### src/ftoc_pkg.sv
package ftoc_pkg;
	// Register byte offsets
	localparam logic [7:0] OFS_FAULT_MASK  = 8'h00;
	localparam logic [7:0] OFS_POLARITY    = 8'h04;
	localparam logic [7:0] OFS_FUNC_SEL    = 8'h08;
	localparam logic [7:0] OFS_TRIP_ON_DLY = 8'h0C;
	localparam logic [7:0] OFS_TRIP_OFF_DLY= 8'h10;
	localparam logic [7:0] OFS_DO_ON_DLY   = 8'h14;
	localparam logic [7:0] OFS_DO_OFF_DLY  = 8'h18;
	localparam logic [7:0] OFS_IRQ_STATUS  = 8'h1C;
	localparam logic [7:0] OFS_IRQ_MASK    = 8'h20;
	localparam logic [7:0] OFS_OUT_STATE   = 8'h24;
	// Fault report mask bit positions
	localparam int FM_LOW_VOLT  = 0;
	localparam int FM_OTHER     = 1;
	localparam int FM_RESTART   = 2;
	// Reset values
	localparam logic [2:0]  RST_FAULT_MASK = 3'h2;
	localparam logic [5:0]  RST_POLARITY   = 6'h00;
	localparam logic [15:0] RST_DELAY      = 16'h0000;
	// Output function code that selects the trip function
	localparam logic [4:0]  FUNC_TRIP      = 5'h1C;
	localparam int          FUNC_W         = 5;
	// Delay tick: 10 ms at 100 MHz
	localparam int CLK_HZ      = 100_000_000;
	localparam int TICK_MS     = 10;
	localparam int TICK_CYCLES = CLK_HZ / 1000 * TICK_MS;
	// Interrupt status bits
	localparam int IRQ_TRIP_SET = 0;
	localparam int IRQ_TRIP_CLR = 1;
	localparam int IRQ_W        = 2;

	typedef struct packed {
		logic low_volt;
		logic other;
		logic restart_fail;
	} ftoc_fault_t;
endpackage

### src/ftoc_top.sv
// How it works
// Mask bit 0 routes low-voltage trips onto the fault condition.
// Mask bit 1 routes every other trip onto the fault condition.
// Mask bit 2 routes failed auto-restart onto the fault condition.
// Outputs whose function code equals trip follow the fault condition.
// Trip-mode outputs turn on after the fault assert delay.
// Trip-mode outputs turn off after the fault release delay.
// Ordinary outputs turn on after the output assert delay.
// Ordinary outputs turn off after the output release delay.
// Ordinary delays for non-trip outputs; trip outputs use fault delays.
// Polarity 0 normally open, 1 normally closed.
// Polarity bit 0 is first relay and transistor output upward.
// Three further polarity bits cover the expansion outputs.
// Expansion outputs may also carry the trip function.
// Delays count 10 ms ticks; reverting source restarts the timer.
// Polarity inversion comes after the delay stage.
`timescale 1ns/1ps
`default_nettype none
module ftoc_top #(
	parameter int N_OUT      = 6,
	parameter int TICK_COUNT = ftoc_pkg::TICK_CYCLES
) (
	// Clock and reset
	input  wire logic                 CLK,
	input  wire logic                 RSTN,
	// APB slave
	input  wire logic                 PSEL,
	input  wire logic                 PENABLE,
	input  wire logic                 PWRITE,
	input  wire logic [7:0]           PADDR,
	input  wire logic [31:0]          PWDATA,
	output logic      [31:0]          PRDATA,
	output logic                      PREADY,
	output logic                      PSLVERR,
	// Drive status inputs, asynchronous
	input  wire logic                 FAULT_LOW_VOLT,
	input  wire logic                 FAULT_OTHER,
	input  wire logic                 RESTART_FAILED,
	input  wire logic [N_OUT-1:0]     FUNC_ACTIVE,
	input  wire logic                 EXPANSION_PRESENT,
	// Physical contacts
	output logic      [N_OUT-1:0]     CONTACT_DRIVE,
	// Interrupt
	output logic                      IRQ
);
	initial begin
		if (N_OUT < 3 || N_OUT > 6)
			$error("N_OUT must be 3 to 6");
		if (TICK_COUNT < 1)
			$error("TICK_COUNT must be at least 1");
		// The function select word must fit one bus word
		if (N_OUT * ftoc_pkg::FUNC_W > 32)
			$error("Function select field wider than the bus");
	end

	localparam int NB = 3;
	localparam int TW = $clog2(TICK_COUNT + 1);

	// Registers
	logic [2:0]                 fault_mask_ff;
	logic [N_OUT-1:0]           polarity_ff;
	logic [N_OUT*ftoc_pkg::FUNC_W-1:0] func_sel_ff;
	logic [15:0]                trip_on_ff;
	logic [15:0]                trip_off_ff;
	logic [15:0]                do_on_ff;
	logic [15:0]                do_off_ff;
	logic [ftoc_pkg::IRQ_W-1:0] irq_stat_ff;
	logic [ftoc_pkg::IRQ_W-1:0] irq_mask_ff;
	logic [ftoc_pkg::IRQ_W-1:0] nxt_irq_stat;

	// Synchronisers
	logic [N_OUT+3:0]           sync1_ff;
	logic [N_OUT+3:0]           sync2_ff;
	ftoc_pkg::ftoc_fault_t      flt;
	logic [N_OUT-1:0]           func_s;
	logic                       exp_s;

	always_ff @(posedge CLK) begin
		if (!RSTN) begin
			sync1_ff <= '0;
			sync2_ff <= '0;
		end else begin
			sync1_ff <= {EXPANSION_PRESENT, FUNC_ACTIVE, RESTART_FAILED, FAULT_OTHER,
				FAULT_LOW_VOLT};
			sync2_ff <= sync1_ff;
		end
	end
	assign flt.low_volt     = sync2_ff[0];
	assign flt.other        = sync2_ff[1];
	assign flt.restart_fail = sync2_ff[2];
	assign func_s           = sync2_ff[N_OUT+2:3];
	assign exp_s            = sync2_ff[N_OUT+3];

	// Trip condition selection
	logic trip_cond;
	assign trip_cond = (fault_mask_ff[ftoc_pkg::FM_LOW_VOLT] & flt.low_volt)
		| (fault_mask_ff[ftoc_pkg::FM_OTHER] & flt.other)
		| (fault_mask_ff[ftoc_pkg::FM_RESTART] & flt.restart_fail);

	// 10 ms tick enable
	logic [TW-1:0] tick_cnt_ff;
	logic          tick;
	assign tick = (tick_cnt_ff == TW'(TICK_COUNT - 1));
	always_ff @(posedge CLK) begin
		if (!RSTN)
			tick_cnt_ff <= '0;
		else if (tick)
			tick_cnt_ff <= '0;
		else
			tick_cnt_ff <= tick_cnt_ff + 1'b1;
	end

	// Per-output delay stage
	logic [N_OUT-1:0] state_ff;
	logic [15:0]      dly_cnt_ff [N_OUT];
	logic [N_OUT-1:0] is_trip;
	logic [N_OUT-1:0] src;
	logic [N_OUT-1:0] present;

	always_comb begin
		for (int i = 0; i < N_OUT; i++) begin
			present[i] = (i < NB) || exp_s;
			is_trip[i] = func_sel_ff[i*ftoc_pkg::FUNC_W +: ftoc_pkg::FUNC_W]
				== ftoc_pkg::FUNC_TRIP;
			src[i] = present[i] & (is_trip[i] ? trip_cond : func_s[i]);
		end
	end

	// Delay target per output, picked by mode and direction
	logic [15:0]      dly_tgt [N_OUT];
	logic [N_OUT-1:0] expired;
	always_comb begin
		for (int i = 0; i < N_OUT; i++) begin
			if (is_trip[i])
				dly_tgt[i] = src[i] ? trip_on_ff : trip_off_ff;
			else
				dly_tgt[i] = src[i] ? do_on_ff : do_off_ff;
			expired[i] = (src[i] != state_ff[i]) && (dly_cnt_ff[i] >= dly_tgt[i]);
		end
	end

	// Logical state moves only once its delay has run out
	always_ff @(posedge CLK) begin
		if (!RSTN) begin
			state_ff <= '0;
		end else begin
			for (int i = 0; i < N_OUT; i++) begin
				if (expired[i])
					state_ff[i] <= src[i];
			end
		end
	end

	// A reverting source clears the count, so the timer restarts
	always_ff @(posedge CLK) begin
		if (!RSTN) begin
			for (int i = 0; i < N_OUT; i++)
				dly_cnt_ff[i] <= '0;
		end else begin
			for (int i = 0; i < N_OUT; i++) begin
				if (src[i] == state_ff[i] || expired[i])
					dly_cnt_ff[i] <= '0;
				else if (tick)
					dly_cnt_ff[i] <= dly_cnt_ff[i] + 16'h0001;
			end
		end
	end

	// Polarity after delay; bit 0 is the first output
	always_ff @(posedge CLK) begin
		if (!RSTN)
			CONTACT_DRIVE <= '0;
		else
			CONTACT_DRIVE <= (state_ff ^ polarity_ff) & present;
	end

	// Trip output edge events
	logic any_trip_prev_ff;
	logic any_trip;
	logic trip_rise;
	logic trip_fall;
	assign any_trip = |(state_ff & is_trip);
	assign trip_rise = any_trip & ~any_trip_prev_ff;
	assign trip_fall = ~any_trip & any_trip_prev_ff;
	always_ff @(posedge CLK) begin
		if (!RSTN)
			any_trip_prev_ff <= 1'b0;
		else
			any_trip_prev_ff <= any_trip;
	end

	// APB
	logic wr;
	logic rd_ok;
	assign wr      = PSEL & PENABLE & PWRITE;
	assign PREADY  = 1'b1;
	always_comb begin
		rd_ok = 1'b1;
		case (PADDR)
			ftoc_pkg::OFS_FAULT_MASK, ftoc_pkg::OFS_POLARITY, ftoc_pkg::OFS_FUNC_SEL,
			ftoc_pkg::OFS_TRIP_ON_DLY, ftoc_pkg::OFS_TRIP_OFF_DLY, ftoc_pkg::OFS_DO_ON_DLY,
			ftoc_pkg::OFS_DO_OFF_DLY, ftoc_pkg::OFS_IRQ_STATUS, ftoc_pkg::OFS_IRQ_MASK,
			ftoc_pkg::OFS_OUT_STATE: rd_ok = 1'b1;
			default: rd_ok = 1'b0;
		endcase
	end
	assign PSLVERR = PSEL & PENABLE & ~rd_ok;

	// One block per register; unmapped and read-only writes fall through
	always_ff @(posedge CLK) begin
		if (!RSTN)
			fault_mask_ff <= ftoc_pkg::RST_FAULT_MASK;
		else if (wr && PADDR == ftoc_pkg::OFS_FAULT_MASK)
			fault_mask_ff <= PWDATA[2:0];
	end

	always_ff @(posedge CLK) begin
		if (!RSTN)
			polarity_ff <= N_OUT'(ftoc_pkg::RST_POLARITY);
		else if (wr && PADDR == ftoc_pkg::OFS_POLARITY)
			polarity_ff <= PWDATA[N_OUT-1:0];
	end

	always_ff @(posedge CLK) begin
		if (!RSTN)
			func_sel_ff <= '0;
		else if (wr && PADDR == ftoc_pkg::OFS_FUNC_SEL)
			func_sel_ff <= PWDATA[N_OUT*ftoc_pkg::FUNC_W-1:0];
	end

	// A delay change applies at once, even to a running count
	always_ff @(posedge CLK) begin
		if (!RSTN)
			trip_on_ff <= ftoc_pkg::RST_DELAY;
		else if (wr && PADDR == ftoc_pkg::OFS_TRIP_ON_DLY)
			trip_on_ff <= PWDATA[15:0];
	end

	always_ff @(posedge CLK) begin
		if (!RSTN)
			trip_off_ff <= ftoc_pkg::RST_DELAY;
		else if (wr && PADDR == ftoc_pkg::OFS_TRIP_OFF_DLY)
			trip_off_ff <= PWDATA[15:0];
	end

	always_ff @(posedge CLK) begin
		if (!RSTN)
			do_on_ff <= ftoc_pkg::RST_DELAY;
		else if (wr && PADDR == ftoc_pkg::OFS_DO_ON_DLY)
			do_on_ff <= PWDATA[15:0];
	end

	always_ff @(posedge CLK) begin
		if (!RSTN)
			do_off_ff <= ftoc_pkg::RST_DELAY;
		else if (wr && PADDR == ftoc_pkg::OFS_DO_OFF_DLY)
			do_off_ff <= PWDATA[15:0];
	end

	always_ff @(posedge CLK) begin
		if (!RSTN)
			irq_mask_ff <= '0;
		else if (wr && PADDR == ftoc_pkg::OFS_IRQ_MASK)
			irq_mask_ff <= PWDATA[ftoc_pkg::IRQ_W-1:0];
	end

	// Sticky events; a new event wins over a write-one clear
	always_comb begin
		nxt_irq_stat = irq_stat_ff;
		if (wr && PADDR == ftoc_pkg::OFS_IRQ_STATUS)
			nxt_irq_stat = nxt_irq_stat & ~PWDATA[ftoc_pkg::IRQ_W-1:0];
		if (trip_rise)
			nxt_irq_stat[ftoc_pkg::IRQ_TRIP_SET] = 1'b1;
		if (trip_fall)
			nxt_irq_stat[ftoc_pkg::IRQ_TRIP_CLR] = 1'b1;
	end
	always_ff @(posedge CLK) begin
		if (!RSTN)
			irq_stat_ff <= '0;
		else
			irq_stat_ff <= nxt_irq_stat;
	end
	assign IRQ = |(irq_stat_ff & irq_mask_ff);

	always_comb begin
		PRDATA = 32'h0000_0000;
		case (PADDR)
			ftoc_pkg::OFS_FAULT_MASK:   PRDATA[2:0] = fault_mask_ff;
			ftoc_pkg::OFS_POLARITY:     PRDATA[N_OUT-1:0] = polarity_ff;
			ftoc_pkg::OFS_FUNC_SEL:     PRDATA[N_OUT*ftoc_pkg::FUNC_W-1:0] = func_sel_ff;
			ftoc_pkg::OFS_TRIP_ON_DLY:  PRDATA[15:0] = trip_on_ff;
			ftoc_pkg::OFS_TRIP_OFF_DLY: PRDATA[15:0] = trip_off_ff;
			ftoc_pkg::OFS_DO_ON_DLY:    PRDATA[15:0] = do_on_ff;
			ftoc_pkg::OFS_DO_OFF_DLY:   PRDATA[15:0] = do_off_ff;
			ftoc_pkg::OFS_IRQ_STATUS:   PRDATA[ftoc_pkg::IRQ_W-1:0] = irq_stat_ff;
			ftoc_pkg::OFS_IRQ_MASK:     PRDATA[ftoc_pkg::IRQ_W-1:0] = irq_mask_ff;
			ftoc_pkg::OFS_OUT_STATE:    PRDATA[N_OUT-1:0] = state_ff;
			default:                    PRDATA = 32'h0000_0000;
		endcase
	end
endmodule // ftoc_top
`default_nettype wire

### config.mk
export PLATFORM = sky130hd
export DESIGN_NAME = ftoc_top
export DESIGN_NICKNAME = d
export VERILOG_FILES = /design/src/ftoc_pkg.sv /design/src/ftoc_top.sv
export SDC_FILE = /design/constraint.sdc
export NUM_CORES = 1
export LEC_CHECK = 0
export CORE_MARGIN = 4
export CORE_UTILIZATION = 48
export DETAILED_ROUTE_END_ITERATION = 6
export DONT_BUFFER_PORTS = 1
export GPL_ROUTABILITY_DRIVEN = 1
export MAX_ROUTING_LAYER = met4
export SETUP_SLACK_MARGIN = 0.1
export SLEW_MARGIN = 20
export SYNTH_ARGS = -nofsm -noshare
export SYNTH_HDL_FRONTEND = slang
export SYNTH_SLANG_ARGS = --single-unit
export TNS_END_PERCENT = 30
### constraint.sdc
create_clock -name CLK -period 7.92 [get_ports CLK]
set_input_delay 2.376 -clock CLK [delete_from_list [all_inputs] [get_ports CLK]]
set_output_delay 2.376 -clock CLK [all_outputs]
set_load 0.005 [all_outputs]
# After elaboration in Yosys (flattened, before gate mapping)
# Memories as Yosys holds them, arrays and structs flattened.
# Cells that the tools add are included.
# classes
n_addsub	7
n_lt_le_gt_ge	6
eq_ne	28
muxes	83
n_bitwise	35
reduce_logical	28
# op_table
cell	n
16-bit two-way mux	30
16-bit by 1-bit adder with 16-bit output (second input constant)	6
16-bit >= comparator	6
10-bit one-hot mux with 5 select lines	1
1-bit two-way mux	47
8-bit by 5-bit equality test with 1-bit output (second input constant)	4
5-bit equality test (second input constant)	6
3-bit one-hot mux with 7 select lines	1
20-bit by 1-bit adder with 20-bit output (second input constant)	1
20-bit equality test (second input constant)	1
2-bit one-hot mux with 10 select lines	1
8-bit by 4-bit equality test with 1-bit output (second input constant)	2
8-bit by 6-bit equality test with 1-bit output (second input constant)	2
1-bit logical AND	15
14-bit two-way mux	1
1-bit OR	14
6-bit AND	2
1-bit AND	11
10-bit OR reduction	1
8-bit by 3-bit equality test with 1-bit output (second input constant)	1
8-bit logical NOT	1
1-bit one-hot mux with 8 select lines	1
1-bit equality test	6
1-bit logical OR	6
other kinds (9)	20
# word_totals
register_bits	160
mem_bits_rw	96
n_memories	1
# memory_table
name	words	word_bits	read_ports	rd_clocked_by_memory_dff	write_ports	line	text
dly_cnt_ff	6	16	6	0	6	ftoc_top.sv:115	logic [15:0] dly_cnt_ff [N_OUT];

# Depth between registers and ports, before layout
# depth
word_depth	15
mapped_depth	16
mapped_depth_nobuf	13

# Worst setup path after synthesis
# Ideal clock, no wire load.
# synth_path
kind	input to output
from	input port PADDR[2]
to	output port PRDATA[1]
arrival_ns	3.689
required_time_ns	5.544
path_slack_ns	1.855
stages	5
n_path_buf	2
path_cell_list	clkbuf_1 buf_1 mux2_2 a32oi_1 o221ai_1
# synth_via
elab_chain_cells	2
# synth_rtl
element	line	text
from (decl)	ftoc_top.sv:30	input wire logic [7:0] PADDR,
8-bit by 6-bit equality test with 1-bit output (tied with other cells)	ftoc_top.sv:287	case (PADDR)
2-bit one-hot mux with 10 select lines (*)	ftoc_top.sv:287	
to (decl)	ftoc_top.sv:32	output logic [31:0] PRDATA,
# Mark *: on every way between the ends. The rest lies on a longest branch, timed or not.

# Final worst setup path
# layout_path
from	input port PADDR[1]
to	output port PRDATA[12]
# layout_via
elab_chain_cells	2
# layout_rtl
element	line
8-bit by 5-bit equality test with 1-bit output / 8-bit by 4-bit equality test with 1-bit output (equally long branches)	ftoc_top.sv:287
10-bit one-hot mux with 5 select lines (*)	ftoc_top.sv:287
# Marked as above.

==> impl_metrics.tcl <==
set metrics [dict create \
    ir_worst_vdd_mv 0.174 \
    boundaryPins 96 \
    place_hpwl_um 35900 \
    hold_path.class "reg2reg" \
    cp_max_fo 16 \
    required_ns 5.54 \
    cts_resized 0 \
    cts_sinks 256 \
    start_util 0.489 \
    synth.distinct_cells 71 \
    fin_crit_sh 0.879 \
    rsz0062_at_grt "no" \
    synth_edf_count 96 \
    finalHoldViolCount 0 \
    critPathMaxStageDelay_ns 0.77 \
    async_reset_ff_frac 0 \
    maxCapViolCount 0 \
    grt_pass1_wl_um 78200 \
    period_needed_ns 6.96 \
    synth_area_sq_um 16500 \
    syn_avg_cell_area_sq_um 8.58 \
    layout.nets 2030 \
    grt_pass1_vias 13200 \
    outcome "finished, final reports clean" \
    crit_path_start_kind "input port" \
    max_freq_mhz 144 \
    core_area_sq_um 33700 \
    fin_skew_ns 0.0217 \
    wl_um 51000 \
    cts_tree "done" \
    diodes 0 \
    slew_viol_final 0 \
    io_buffers 0 \
    htreeDepth 1 \
    num_vias 14054 \
    ys_ff_latch 256 \
    yosysMostFrequentCell "nand2_1" \
    ys_warn_count 0 \
    crit_type "in2out" \
    clk_pin_slew_ns 0.06 \
    post_drt_wl_per_cell_um 21.8 \
    yosys.area.top_type "dfxtp_1" \
    placed_cell_area_sq_um 16800 \
    drtIter0Drc 1360 \
    place_ws_ns 1.13 \
    slowest_stage "nor2_1" \
    synth_common_cells "nand2_1, nor2_1, dfxtp_1, a21oi_1, ha_1" \
    setup_tns_ns 0 \
    yosys-top-cells-area "dfxtp_1, edfxtp_1, ha_1, nand2_1, mux2_2" \
    grt_usage 0.268 \
    fin_ws_ns 0.959 \
    first_pass_iters 6 \
    viasPerCell 6.00 \
    end_kind "output pin" \
    gr-total-overflow 0 \
    clk_latency_ns 0.59 \
    tightest_slew_ns 1.14 \
    numCtsBuffers 29 \
    p_leak_nw 6.64 \
    path_cells "nor4b_1 -> nand2_1 -> nor2_1 -> a21oi_1 -> o21ai_0" \
    crit_arrival_ns 4.59 \
    ctsHoldBuffers 0 \
    power_per_cell_area_nw_per_um2 175 \
    syn_inst 1922 \
    grt_max_degree 83 \
    dieHeight_um 193 \
    setup_viol 0 \
    detail-route-antenna-nets 0 \
    postCtsSetupBuffers 0 \
    root_buffer "clkbuf_16" \
    syn2layout_area_growth_pct 7.90 \
    gp_congestion 0.909 \
    cts_buffer_depth 3 \
    drc 0 \
    max-slew-margin-rel 0.236 \
    layout-drive-gt1-share 0.100 \
    dieArea_sq_um 37400 \
    design_area_sq_um 17800 \
    synth_top_cell_area_share 0.194 \
    antenna_found_initial 0 \
    fp.dieW_um 193 \
    seq_area_frac_synth 0.369 \
    rows 67 \
    postSynth.topFlopCell "dfxtp_1" \
]
-- path summary, 6_finish.rpt --
path / from / end / slack [ns] / cells after the start
setup / recovery: PADDR[1] / PRDATA[12] / 0.96 / 5
hold / removal: sync1_ff[1]$_SDFF_PN0_ / sync2_ff[1]$_SDFF_PN0_ / 0.43 / 1
setup reg to reg: fault_mask_ff[0]$_SDFFE_PN0P_ / dly_cnt_ff[5][9]$_SDFFCE_PN0P_ / 2.64 / 14
hold reg to reg: sync1_ff[1]$_SDFF_PN0_ / sync2_ff[1]$_SDFF_PN0_ / 0.43 / 1
-- report_power, final --
group	total, mW	internal, mW	switching (mW)
sequential	1.46	1.41	0.0524
clock	1.40	0.812	0.587
combinational	0.258	0.117	0.140
total	3.11	2.33	0.779
-- per-layer routing --
metal / vias to the layer above / global-route usage / part of all wire
met2: 528 / 0.408 / 0.44
met5: - / - / 0
li1: 6686 / - / -
met3: 119 / 0.0494 / 0.083
met1: 6721 / 0.361 / 0.43
met4: 0 / 0.0918 / 0.041
-- cell type report --
cell class | count | area, sq um
sequential | 256 | 6090
timing repair buffer | 18 | 135
clock buffer | 40 | 880
tap | 448 | 561
clock inverter | 13 | 115
inverter | 27 | 103
fill | 3160 | 15900
multi-input combinational | 1540 | 9910
-- through the flow --
step	hold WS [ns]	instances	util	total power, mW
after global placement	0.416	2289	0.498	1.73
after global routing	0.449	2342	0.528	3.23
after floorplan	0.412	1923	-	1.68
final	0.431	2342	0.528	3.11
after detailed placement	0.418	2289	0.498	1.74
after CTS	0.431	2342	0.528	3.14
-- worst max-delay path, delay by kind of cell --
kind / cells / cell delay [ns]
AND/OR/NAND/NOR: 3 / 1.91
AO/OA/AOI/OAI: 2 / 0.30
-- sequential cells by signal, summed over array words and instances, names as in the netlist --
name / flops
CONTACT_DRIVE: 6
do_off_ff: 16
func_sel_ff: 30
tick_cnt_ff: 20
irq_stat_ff: 2
sync1_ff: 10
state_ff: 6
fault_mask_ff: 3
trip_on_ff: 16
sync2_ff: 10
any_trip_prev_ff: 1
polarity_ff: 6
trip_off_ff: 16
irq_mask_ff: 2
dly_cnt_ff: 96
do_on_ff: 16
-- cell families after synthesis --
family          count (synthesis)  synth area share
mux                           185             0.120
flops                         256             0.369
fa+ha+maj                     103            0.0782
compound gates                345             0.123
other cells                     2          0.000456
buf+inv                       127            0.0321
simple gates                  790             0.217
xor+xnor                      114            0.0606
-- cells in the final DEF (no fill, tap or decap), types with 25 or more instances in the layout --
cell type | Yosys | layout
ha_1 | 103 | 103
nor2_1 | 195 | 192
mux2i_1 | 86 | 86
nand3_1 | 89 | 89
xor2_1 | 70 | 70
clkbuf_16 | 0 | 31
inv_1 | 25 | 25
edfxtp_1 | 96 | 96
mux2_2 | 97 | 97
and2_1 | 45 | 45
dfxtp_1 | 160 | 160
o21ai_0 | 83 | 83
xnor2_1 | 44 | 44
nand2_1 | 341 | 340
o21ai_1 | 37 | 37
a21oi_1 | 126 | 126
Note: power is estimated with default switching activity, not from simulation.
